## src/design/autoneg_partner_pkg.sv

```systemverilog
package autoneg_partner_pkg;

	// register indices; byte address is four times the index
	localparam logic [7:0] IDX_PARTNER_ABILITY   = 8'h05;
	localparam logic [7:0] IDX_NEGO_EXPANSION    = 8'h06;
	localparam logic [7:0] IDX_IRQ_STATUS        = 8'h10;
	localparam logic [7:0] IDX_IRQ_MASK          = 8'h11;

	localparam int         ADDR_W                = 10;
	localparam int         EVT_W                 = 3;

	// interrupt event bit positions
	localparam int         EVT_PAGE_RX           = 0;
	localparam int         EVT_PD_FAULT          = 1;
	localparam int         EVT_PARTNER_ACK       = 2;

	// expansion register bit positions
	localparam int         EXP_PARTNER_NEG_BIT   = 0;
	localparam int         EXP_PAGE_RX_BIT       = 1;
	localparam int         EXP_LOCAL_NP_BIT      = 2;
	localparam int         EXP_PARTNER_NP_BIT    = 3;
	localparam int         EXP_PD_FAULT_BIT      = 4;

	localparam logic [4:0] SELECTOR_IEEE_8023    = 5'h01;
	localparam logic [4:0] SELECTOR_RESET        = 5'h00;
	localparam logic [15:0] ABILITY_RESET        = 16'h0000;
	localparam logic [EVT_W-1:0] IRQ_MASK_RESET  = 3'h0;

	localparam logic [1:0] RESP_OKAY             = 2'h0;
	localparam logic [1:0] RESP_SLVERR           = 2'h2;

	typedef struct packed {
		logic       partner_next_page_request;
		logic       partner_ack;
		logic       remote_fault_flag;
		logic       reserved_bit;
		logic       asym_pause_cap;
		logic       sym_pause_cap;
		logic       cap_hundred_t4;
		logic       cap_hundred_tx_full;
		logic       cap_hundred_tx;
		logic       cap_ten_t_full;
		logic       cap_ten_t;
		logic [4:0] selector;
	} ability_t;

	typedef struct packed {
		logic        base_page_valid;
		logic [15:0] base_page_word;
		logic        next_page_valid;
		logic [15:0] next_page_word;
		logic        nego_complete;
		logic        partner_ack;
		logic        page_received;
		logic        parallel_detect_fault;
		logic        partner_nextpage_capable;
		logic        partner_negotiation_capable;
	} nego_in_t;

	typedef struct packed {
		logic              awvalid;
		logic [ADDR_W-1:0] awaddr;
		logic              wvalid;
		logic [31:0]       wdata;
		logic [3:0]        wstrb;
		logic              bready;
		logic              arvalid;
		logic [ADDR_W-1:0] araddr;
		logic              rready;
	} axi_req_t;

	typedef struct packed {
		logic        awready;
		logic        wready;
		logic        bvalid;
		logic [1:0]  bresp;
		logic        arready;
		logic        rvalid;
		logic [31:0] rdata;
		logic [1:0]  rresp;
	} axi_rsp_t;

	typedef enum logic [1:0] {
		WR_COLLECT = 2'h0,
		WR_RESP    = 2'h1
	} wr_state_t;

	typedef enum logic [1:0] {
		RD_IDLE = 2'h0,
		RD_DATA = 2'h1
	} rd_state_t;

endpackage

```

## src/design/autoneg_partner_status_regs.sv

```systemverilog
`timescale 1ns/1ns
// How it works
// partner base-page abilities readable at index 0x05, all zero after reset.
// with next pages supported, a next page overwrites the word after completion.
// bit 15 shows the partner asking for next page exchange.
// bit 14 follows the negotiation engine acknowledge level.
// bit 13 shows the partner remote fault.
// bit 12 reserved, reads zero; software writes zero.
// bit 11 partner asymmetric pause, bit 10 symmetric pause.
// bits 9 to 5: T4, TX full, TX, 10T full, 10T.
// bits 4:0 partner selector code, zero after reset.
// selector 00001 means IEEE 802.3, our own advertised value.
// expansion register at index 0x06, bits 15:5 read zero.
// expansion bit 4 shows parallel detection fault.
// expansion bit 3 shows partner next page ability.
// expansion bit 2 is a constant one.
// expansion bit 1 sets on page received, clears when read.
// expansion bit 0 shows partner negotiation ability.
// writes to either status register change nothing.
module autoneg_partner_status_regs #(
	parameter bit NEXT_PAGE_SUPPORTED = 1'b1
) (
	input  wire logic                          i_core_clk,      // core clock
	input  wire logic                          i_reset_n,       // async reset, active low
	input  wire autoneg_partner_pkg::nego_in_t i_nego,          // negotiation engine results
	input  wire autoneg_partner_pkg::axi_req_t i_axi,           // axi4-lite requests
	output autoneg_partner_pkg::axi_rsp_t      o_axi,           // axi4-lite responses
	output logic                               o_irq,           // level interrupt
	output logic                               o_partner_ieee   // partner selector is 802.3
);

	typedef struct packed {
		autoneg_partner_pkg::wr_state_t            wr_state;
		autoneg_partner_pkg::rd_state_t            rd_state;
		logic                                      aw_got;
		logic                                      w_got;
		logic [7:0]                                aw_idx;
		logic [31:0]                               wdata;
		logic [3:0]                                wstrb;
		autoneg_partner_pkg::axi_rsp_t             rsp;
		autoneg_partner_pkg::ability_t             ability;
		logic                                      pd_fault;
		logic                                      partner_np;
		logic                                      page_rx;
		logic                                      partner_an;
		logic                                      ack_seen;
		logic [autoneg_partner_pkg::EVT_W-1:0]     irq_mask;
		logic                                      irq;
		logic                                      partner_ieee;
	} state_t;

	state_t                                q;
	state_t                                d;
	logic [autoneg_partner_pkg::EVT_W-1:0] evt_set;
	logic [autoneg_partner_pkg::EVT_W-1:0] evt_clr;
	logic [autoneg_partner_pkg::EVT_W-1:0] evt_flags;
	logic                                  aw_take;
	logic                                  w_take;
	logic                                  ar_take;
	logic [7:0]                            ar_idx;
	logic [15:0]                           exp_word;

	event_sticky_bank #(
		.W (autoneg_partner_pkg::EVT_W)
	) u_events (
		.i_core_clk (i_core_clk),
		.i_reset_n  (i_reset_n),
		.i_set      (evt_set),
		.i_clr      (evt_clr),
		.o_flags    (evt_flags)
	);

	// turns a captured link code word into the ability layout
	function automatic autoneg_partner_pkg::ability_t to_ability(input logic [15:0] word);
		autoneg_partner_pkg::ability_t a;
		a = autoneg_partner_pkg::ability_t'(word);
		a.reserved_bit = 1'b0;
		return a;
	endfunction

	always_comb begin
		d        = q;
		evt_set  = '0;
		evt_clr  = '0;
		exp_word = '0;
		ar_idx   = i_axi.araddr[autoneg_partner_pkg::ADDR_W-1:2];
		aw_take  = i_axi.awvalid && q.rsp.awready;
		w_take   = i_axi.wvalid && q.rsp.wready;
		ar_take  = i_axi.arvalid && q.rsp.arready;

		// captured partner word; base page first, next page may replace it
		if (i_nego.base_page_valid) begin
			d.ability = to_ability(i_nego.base_page_word);
		end
		if (NEXT_PAGE_SUPPORTED && i_nego.nego_complete && i_nego.next_page_valid) begin
			d.ability = to_ability(i_nego.next_page_word);
		end
		// acknowledge is owned by the engine, not by the captured word
		d.ability.partner_ack = i_nego.partner_ack;
		d.partner_ieee = (d.ability.selector == autoneg_partner_pkg::SELECTOR_IEEE_8023);

		d.pd_fault   = i_nego.parallel_detect_fault;
		d.partner_np = i_nego.partner_nextpage_capable;
		d.partner_an = i_nego.partner_negotiation_capable;
		d.ack_seen   = i_nego.partner_ack;

		evt_set[autoneg_partner_pkg::EVT_PAGE_RX]     = i_nego.page_received;
		evt_set[autoneg_partner_pkg::EVT_PD_FAULT]    = i_nego.parallel_detect_fault && !q.pd_fault;
		evt_set[autoneg_partner_pkg::EVT_PARTNER_ACK] = i_nego.partner_ack && !q.ack_seen;

		exp_word[autoneg_partner_pkg::EXP_PD_FAULT_BIT]    = q.pd_fault;
		exp_word[autoneg_partner_pkg::EXP_PARTNER_NP_BIT]  = q.partner_np;
		exp_word[autoneg_partner_pkg::EXP_LOCAL_NP_BIT]    = 1'b1;
		exp_word[autoneg_partner_pkg::EXP_PAGE_RX_BIT]     = q.page_rx;
		exp_word[autoneg_partner_pkg::EXP_PARTNER_NEG_BIT] = q.partner_an;

		// write channel: address and data taken in either order
		if (aw_take) begin
			d.aw_got = 1'b1;
			d.aw_idx = i_axi.awaddr[autoneg_partner_pkg::ADDR_W-1:2];
		end
		if (w_take) begin
			d.w_got = 1'b1;
			d.wdata = i_axi.wdata;
			d.wstrb = i_axi.wstrb;
		end
		case (q.wr_state)
			autoneg_partner_pkg::WR_COLLECT: begin
				if (d.aw_got && d.w_got) begin
					d.aw_got         = 1'b0;
					d.w_got          = 1'b0;
					d.rsp.bvalid     = 1'b1;
					d.rsp.bresp      = autoneg_partner_pkg::RESP_OKAY;
					d.wr_state       = autoneg_partner_pkg::WR_RESP;
					case (d.aw_idx)
						autoneg_partner_pkg::IDX_PARTNER_ABILITY,
						autoneg_partner_pkg::IDX_NEGO_EXPANSION: begin
							// accepted but dropped: contents belong to hardware
							d.rsp.bresp = autoneg_partner_pkg::RESP_OKAY;
						end
						autoneg_partner_pkg::IDX_IRQ_STATUS: begin
							if (d.wstrb[0]) begin
								evt_clr = d.wdata[autoneg_partner_pkg::EVT_W-1:0];
							end
						end
						autoneg_partner_pkg::IDX_IRQ_MASK: begin
							if (d.wstrb[0]) begin
								d.irq_mask = d.wdata[autoneg_partner_pkg::EVT_W-1:0];
							end
						end
						default: begin
							d.rsp.bresp = autoneg_partner_pkg::RESP_SLVERR;
						end
					endcase
				end
			end
			autoneg_partner_pkg::WR_RESP: begin
				if (i_axi.bready) begin
					d.rsp.bvalid = 1'b0;
					d.wr_state   = autoneg_partner_pkg::WR_COLLECT;
				end
			end
			default: begin
				d.rsp.bvalid = 1'b0;
				d.aw_got     = 1'b0;
				d.w_got      = 1'b0;
				d.wr_state   = autoneg_partner_pkg::WR_COLLECT;
			end
		endcase
		d.rsp.awready = (d.wr_state == autoneg_partner_pkg::WR_COLLECT) && !d.aw_got;
		d.rsp.wready  = (d.wr_state == autoneg_partner_pkg::WR_COLLECT) && !d.w_got;

		// read channel; data is the value before any read side effect
		case (q.rd_state)
			autoneg_partner_pkg::RD_IDLE: begin
				if (ar_take) begin
					d.rsp.rvalid = 1'b1;
					d.rsp.rresp  = autoneg_partner_pkg::RESP_OKAY;
					d.rsp.rdata  = '0;
					d.rd_state   = autoneg_partner_pkg::RD_DATA;
					case (ar_idx)
						autoneg_partner_pkg::IDX_PARTNER_ABILITY: begin
							d.rsp.rdata[15:0] = q.ability;
						end
						autoneg_partner_pkg::IDX_NEGO_EXPANSION: begin
							d.rsp.rdata[15:0] = exp_word;
							d.page_rx         = 1'b0;
						end
						autoneg_partner_pkg::IDX_IRQ_STATUS: begin
							d.rsp.rdata[autoneg_partner_pkg::EVT_W-1:0] = evt_flags;
						end
						autoneg_partner_pkg::IDX_IRQ_MASK: begin
							d.rsp.rdata[autoneg_partner_pkg::EVT_W-1:0] = q.irq_mask;
						end
						default: begin
							d.rsp.rresp = autoneg_partner_pkg::RESP_SLVERR;
						end
					endcase
				end
			end
			autoneg_partner_pkg::RD_DATA: begin
				if (i_axi.rready) begin
					d.rsp.rvalid = 1'b0;
					d.rd_state   = autoneg_partner_pkg::RD_IDLE;
				end
			end
			default: begin
				d.rsp.rvalid = 1'b0;
				d.rd_state   = autoneg_partner_pkg::RD_IDLE;
			end
		endcase
		d.rsp.arready = (d.rd_state == autoneg_partner_pkg::RD_IDLE);

		// a page arriving in the clearing read cycle survives
		if (i_nego.page_received) begin
			d.page_rx = 1'b1;
		end

		d.irq = |(evt_flags & q.irq_mask);
	end

	always_ff @(posedge i_core_clk or negedge i_reset_n) begin
		if (!i_reset_n) begin
			q.wr_state     <= autoneg_partner_pkg::WR_COLLECT;
			q.rd_state     <= autoneg_partner_pkg::RD_IDLE;
			q.aw_got       <= 1'b0;
			q.w_got        <= 1'b0;
			q.aw_idx       <= 8'h00;
			q.wdata        <= 32'h0000_0000;
			q.wstrb        <= 4'h0;
			q.rsp          <= '0;
			q.ability      <= autoneg_partner_pkg::ABILITY_RESET;
			q.pd_fault     <= 1'b0;
			q.partner_np   <= 1'b0;
			q.page_rx      <= 1'b0;
			q.partner_an   <= 1'b0;
			q.ack_seen     <= 1'b0;
			q.irq_mask     <= autoneg_partner_pkg::IRQ_MASK_RESET;
			q.irq          <= 1'b0;
			q.partner_ieee <= 1'b0;
		end else begin
			q <= d;
		end
	end

	assign o_axi          = q.rsp;
	assign o_irq          = q.irq;
	assign o_partner_ieee = q.partner_ieee;

endmodule // autoneg_partner_status_regs

```

## src/design/event_sticky_bank.sv

```systemverilog
`timescale 1ns/1ns
module event_sticky_bank #(
	parameter int W = 3
) (
	input  wire logic         i_core_clk, // core clock
	input  wire logic         i_reset_n,  // async reset, active low
	input  wire logic [W-1:0] i_set,      // event pulses
	input  wire logic [W-1:0] i_clr,      // write-one-to-clear pulses
	output logic      [W-1:0] o_flags     // sticky flags
);

	typedef struct packed {
		logic [W-1:0] flags;
	} sticky_state_t;

	sticky_state_t q;
	sticky_state_t d;

	// set wins so an event in the clearing cycle is kept
	always_comb begin
		d = q;
		d.flags = (q.flags & ~i_clr) | i_set;
	end

	always_ff @(posedge i_core_clk or negedge i_reset_n) begin
		if (!i_reset_n) begin
			q <= '0;
		end else begin
			q <= d;
		end
	end

	assign o_flags = q.flags;

endmodule // event_sticky_bank

```

## config.mk

```make
export PLATFORM = sky130hd
export DESIGN_NAME = autoneg_partner_status_regs
export DESIGN_NICKNAME = d
export VERILOG_FILES = /design/src/design/autoneg_partner_pkg.sv /design/src/design/autoneg_partner_status_regs.sv /design/src/design/event_sticky_bank.sv
export SDC_FILE = /design/constraint.sdc
export NUM_CORES = 1
export LEC_CHECK = 0
export ABC_AREA = 1
export BUFFER_PORTS_ARGS = -buffer_cell sky130_fd_sc_hd__buf_2
export CORE_UTILIZATION = 44
export DETAILED_ROUTE_END_ITERATION = 10
export GPL_TIMING_DRIVEN = 0
export PLACE_DENSITY_LB_ADDON = 0.08
export SETUP_SLACK_MARGIN = 0.05
export SYNTH_ARGS = -nofsm -noshare
export SYNTH_HDL_FRONTEND = slang
export SYNTH_HIERARCHICAL = 1
export SYNTH_SLANG_ARGS = --single-unit
```

## constraint.sdc

```tcl
create_clock -name i_core_clk -period 1.6 [get_ports i_core_clk]
set_clock_uncertainty 0.15 [all_clocks]
set_input_delay 0.08 -clock i_core_clk [delete_from_list [all_inputs] [get_ports i_core_clk]]
set_output_delay 0.08 -clock i_core_clk [all_outputs]
set_load 0.05 [all_outputs]
```

== Yosys cells after proc, flatten, opt, wreduce, memory -nomap -nowiden ==
Index checks and enable logic that the tools add are counted.

* Output and inout bits: 43
* Memory bits (writable): 0
* Bits in registers: 74
* Memory bits (read-only): 0
* Latch bits: 0
* Memories: 0

* Bitwise operators: 4
* Reduce and logical (&&, ||, !) cells: 30
* Divide/modulo/power cells: 0
* Muxes and demuxes: 32
* Equal/unequal tests: 15
* Magnitude comparators: 0
* $mul: 0
* Shift operators: 0
* Add/subtract/negate cells: 0

{| class="wikitable"
|+ Operators with widths
! kind !! number
|-
| $mux W35 || 1
|-
| $eq A8 B3 Y1 const B || 4
|-
| $eq A8 B5 Y1 const B || 4
|-
| $mux W16 || 2
|-
| $pmux W13 S2 || 1
|-
| $mux W3 || 5
|-
| $mux W2 || 7
|-
| $pmux W2 S2 || 3
|-
| $pmux W3 S4 || 1
|-
| $logic_and A1 B1 Y1 || 9
|-
| $logic_not A2 Y1 || 4
|-
| $mux W1 || 8
|-
| $mux W8 || 1
|-
| $ne A2 B2 Y1 const B || 4
|-
| $reduce_and A2 Y1 || 4
|-
| $reduce_bool A2 Y1 || 4
|-
| $reduce_or A4 Y1 || 2
|-
| $mux W7 || 1
|-
| $and A3 B3 Y3 || 2
|-
| $eq A5 B1 Y1 const B || 1
|-
| $eq A2 B1 Y1 const B || 2
|-
| $logic_not A1 Y1 || 4
|-
| $pmux W1 S2 || 2
|-
| $reduce_and A4 Y1 || 1
|-
| other kinds (4) || 4
|}

== Depth between registers and ports, before layout ==
* Depth after elaboration: 9
* Depth in mapped cells: 11

== Cells and area by module ==
The synthesis kept the hierarchy.

{| class="wikitable"
|+ Modules (own cells, without submodules)
! module !! area an instance (µm²) !! times used !! cells each
|-
| autoneg_partner_status_regs || 3408.3 || 1 || 406
|-
| event_sticky_bank || 120.1 || 1 || 15
|}

== Least setup slack after synthesis ==
Ideal clock, no wire load.

* Path kind: register -> register
* Start point: register q (netlist bit o_axi[40])
* End point: register u_events.q (netlist bit u_events/o_flags[0])
* Setup time: 0.116 ns
* Arrival time: 1.296 ns
* Path slack: 0.038 ns
* Clock period less this slack: 1.562 ns
* Required time: 1.334 ns
* Stages on the path, launching flop included: 12
* Cell sequence: dfrtp_1 nand2_2 buf_6 nand2_2 nand2_2 nand2_4 nor2_2 nand4_1 nor2_1 inv_1 nand2_1 nand2_1

{| class="wikitable"
|+ RTL lines
! what !! RTL line !! text
|-
| from (decl) || autoneg_partner_status_regs.sv:52 || <nowiki>state_t q;</nowiki>
|-
| to (signal assigned) || event_sticky_bank.sv:27 || <nowiki>q <= '0;</nowiki>
|-
| to (signal assigned) || event_sticky_bank.sv:29 || <nowiki>q <= d;</nowiki>
|-
| to (decl) || event_sticky_bank.sv:16 || <nowiki>sticky_state_t q;</nowiki>
|}

==> results.md <==
- Number of distinct library cells after synthesis: 32
- Vias in the first global route: 3044
- Post-synthesis sequential area ratio: 0.4823
- Fin cells: 716
- Achievable frequency: 0.5963 GHz
- Placed Instances: 629
- CTS sink cnt: 68
- Number of antenna diodes: 0
- Total power draw: 5.246 mW
- Post-place setup slack: -0.2207 ns
- Detail Route Antenna Nets: 0
- Final worst slack: -0.07707 ns
- Syn Std Cell Area: 3528 um2
- Slew margin rel.: 0.4311
- Sw Pwr: 1.663 mW
- Synth warn: 6
- Post-DP Area: 4165 um2
- Critical Path AT: 1.75 ns
- Nature of the critical path startpoint: flop
- Cell Pwr Density: 1015 nW/um2
- Nets: 712
- Async S/R FF share, synth: 1.000
- Total track usage: 0.2035
- DIE HEIGHT: 91.55 um
- Pint: 3.583 mW
- Post-layout min period: 1.677 ns
- Num CTS Buffers: 9
- Area grow syn2layout: 46.45%
- Crit path launch: o_axi[40]
- Flop pwr share: 0.383
- H-tree Lvls: 3
- Gpl congestion: 0.7690
- Drt first pass iters: 5
- Comb pwr share: 0.303
- Routed len/inst: 11.78 um
- Clk Tree Root Cell: clkbuf_8
- Kind of critical path: flop to flop
- First-pass GRT wire length: 13440 um
- Post-route design area: 5167 um2
- Detailed Place HPWL: 5277 um
- Mapped Cells: 421
- Initial DRC Count: 158
- CTS max path bufs: 2
- Final Hold Viols: 3
- Die Span X: 91.55 um
- Initial antenna violation count: 0
- Synth Register Bits: 68
- Via density: 4.529
- Pin count of the biggest net entering global routing: 69
- Slew Viols, Final: 0
- Endpoints failing setup: 7
- Outcome: complete, but fails checks
- Worst vdd ir: 0.4890 mV
- Hold Path Class: input pin to flop
- DRC viols: 0
- WHS: -0.05921 ns
- GR Overflow Total: 0
- WL final: 8433 um
- Worst Setup End Kind: flop
- Worst-case reg-to-reg path depth: 10
- Commonest non-fill, non-tap cell in the layout: nand2_1
- MaxCap Viol Count: 0
- RSZ-0062 raised after global routing: yes
- Post-synth EDFFs: 0
- Mapped Avg Cell Area: 8.381 um2
- FF-to-FF Start: o_axi[40]
- Initial Util: 0.4566
- Die area: 8381 um2
- Most common flop cell mapped by yosys: dfrtp_1
- Worst skew pair latency: 0.34 ns
- Worst-margin pin slew: 0.8534 ns
- Most frequent cells in the layout: nand2_1 (92), buf_2 (89), dfrtp_1 (67), inv_1 (63), buf_4 (60)
- Clock network power share: 0.314
- LEAKAGE: 2.806 nW
- Std-Cell Rows: 32
- Final period util: 1.048
- Critical Path Sink: u_events/o_flags[1]
- Clock transition at path regs: 0.07 ns
- # port buffers: 87
- Fillers: 663
- Via count: 3243
- CTS tree: yes
- Switch share: 0.3170
- Reg2Reg Setup Slack: -0.08 ns
- Core ar.: 7727 um2
- I/O Pins: 146
- Worst-path fanout max: 10
- Layout cell share with drive strength beyond 1: 0.3469
- Critical Path RT: 1.68 ns
- Critical R2R Capture: u_events/o_flags[1]
- Failing checks: negative hold slack, negative setup slack
metal layers:
layer	track usage	wire (um)	vias up
li1	-	-	1649
met1	0.2719	3878	1483
met2	0.3277	4080	93
met3	0.03183	294	18
met4	0.08730	180	0
met5	0	0	-
power by group through the flow:
stage	clock [mW]	sequential, mW	combinational [mW]
after global placement	0	2.03	1.17
final	1.65	2.01	1.59
after global routing	1.75	2.02	1.73
after detailed placement	0	2.04	1.19
after floorplan	0	2.02	0.916
after CTS	1.67	2.01	1.48
per-stage QoR:
step	TNS [ns]	utilization
2_1_floorplan	0	-
3_3_place_gp	-3.671	0.5387
3_5_place_dp	-0.6810	0.5390
4_1_cts	-0.6385	0.6559
5_1_grt	-1.275	0.6687
6_report	-0.4088	0.6687
critical path: stages, from the launching register on:
cell and delay, ns:
dfrtp_2 0.41, buf_6 0.15, nand3_1 0.13, nand2_4 0.11, nand2_4 0.06, nor2_4 0.12
nand4_1 0.16, nor2_1 0.14, inv_1 0.05, nand2_1 0.05, nand2_1 0.04
timing repair:
action | in CTS | in global routing
pin swaps | 25 | 14
cloned | 1 | 0
buffers inserted | 12 | 11
hold endpoints to repair | 109 | 3
setup endpoints to repair | 18 | 12
resized for setup | 17 | 12
hold buffers | 49 | 5
cells in the mapped netlist (2+ instances only):
cell type,instances,area share
a31oi_1,3,0.0053
o211ai_1,9,0.019
buf_2,3,0.0043
inv_1,63,0.067
clkbuf_1,2,0.0021
nand4_1,6,0.011
nor2_4,4,0.013
o21ai_1,6,0.0085
o31ai_1,6,0.013
nand2_1,102,0.11
nand2_4,6,0.019
nand3_1,45,0.064
nor2_1,20,0.021
buf_4,41,0.087
o21ai_0,6,0.0085
a21oi_1,3,0.0043
nand2_2,11,0.020
dfrtp_1,68,0.48
buf_6,4,0.013
area by class of cell:
type / instances / area [um2] / area share
Clock buffer: 13 / 168.9 / 0.03269
Buffer: 50 / 379.1 / 0.07337
Tap cell: 102 / 127.6 / 0.02470
Timing Repair Buffer: 158 / 1109 / 0.2145
Sequential cell: 68 / 1703 / 0.3295
Multi-Input combinational cell: 257 / 1364 / 0.2639
Inverter: 65 / 249.0 / 0.04818
Clock inverter: 3 / 67.56 / 0.01308
sequential cells by signal, indices dropped and copies added (netlist names):
name	count
o_partner_ieee	1
q	36
u_events/o_flags	3
o_irq	1
exp_word	4
o_axi	23
worst min-delay path by stage:
stage / start / endpoint / slack, ns / cells after the start
finish: i_nego[27] / q[14] / -0.06 / 5
detailed placement: i_nego[0] / exp_word[0] / 0.04 / 1
CTS: i_axi[60] / q[108] / -0.009 / 4
global placement: i_nego[1] / exp_word[3] / 0.04 / 1
global route: i_nego[25] / q[12] / 0.03 / 5
floorplan: i_reset_n / exp_word[0] / -0.37 / 0
cells by family after synthesis:
family | count (synthesis) | share of synthesized area
flip-flops | 68 | 0.4823
buffers and inverters | 115 | 0.1759
other | 1 | 0.001063
AND/OR/NAND/NOR | 200 | 0.2731
AO/OA/AOI/OAI | 37 | 0.06773
Note: power is estimated with default switching activity, not from simulation.
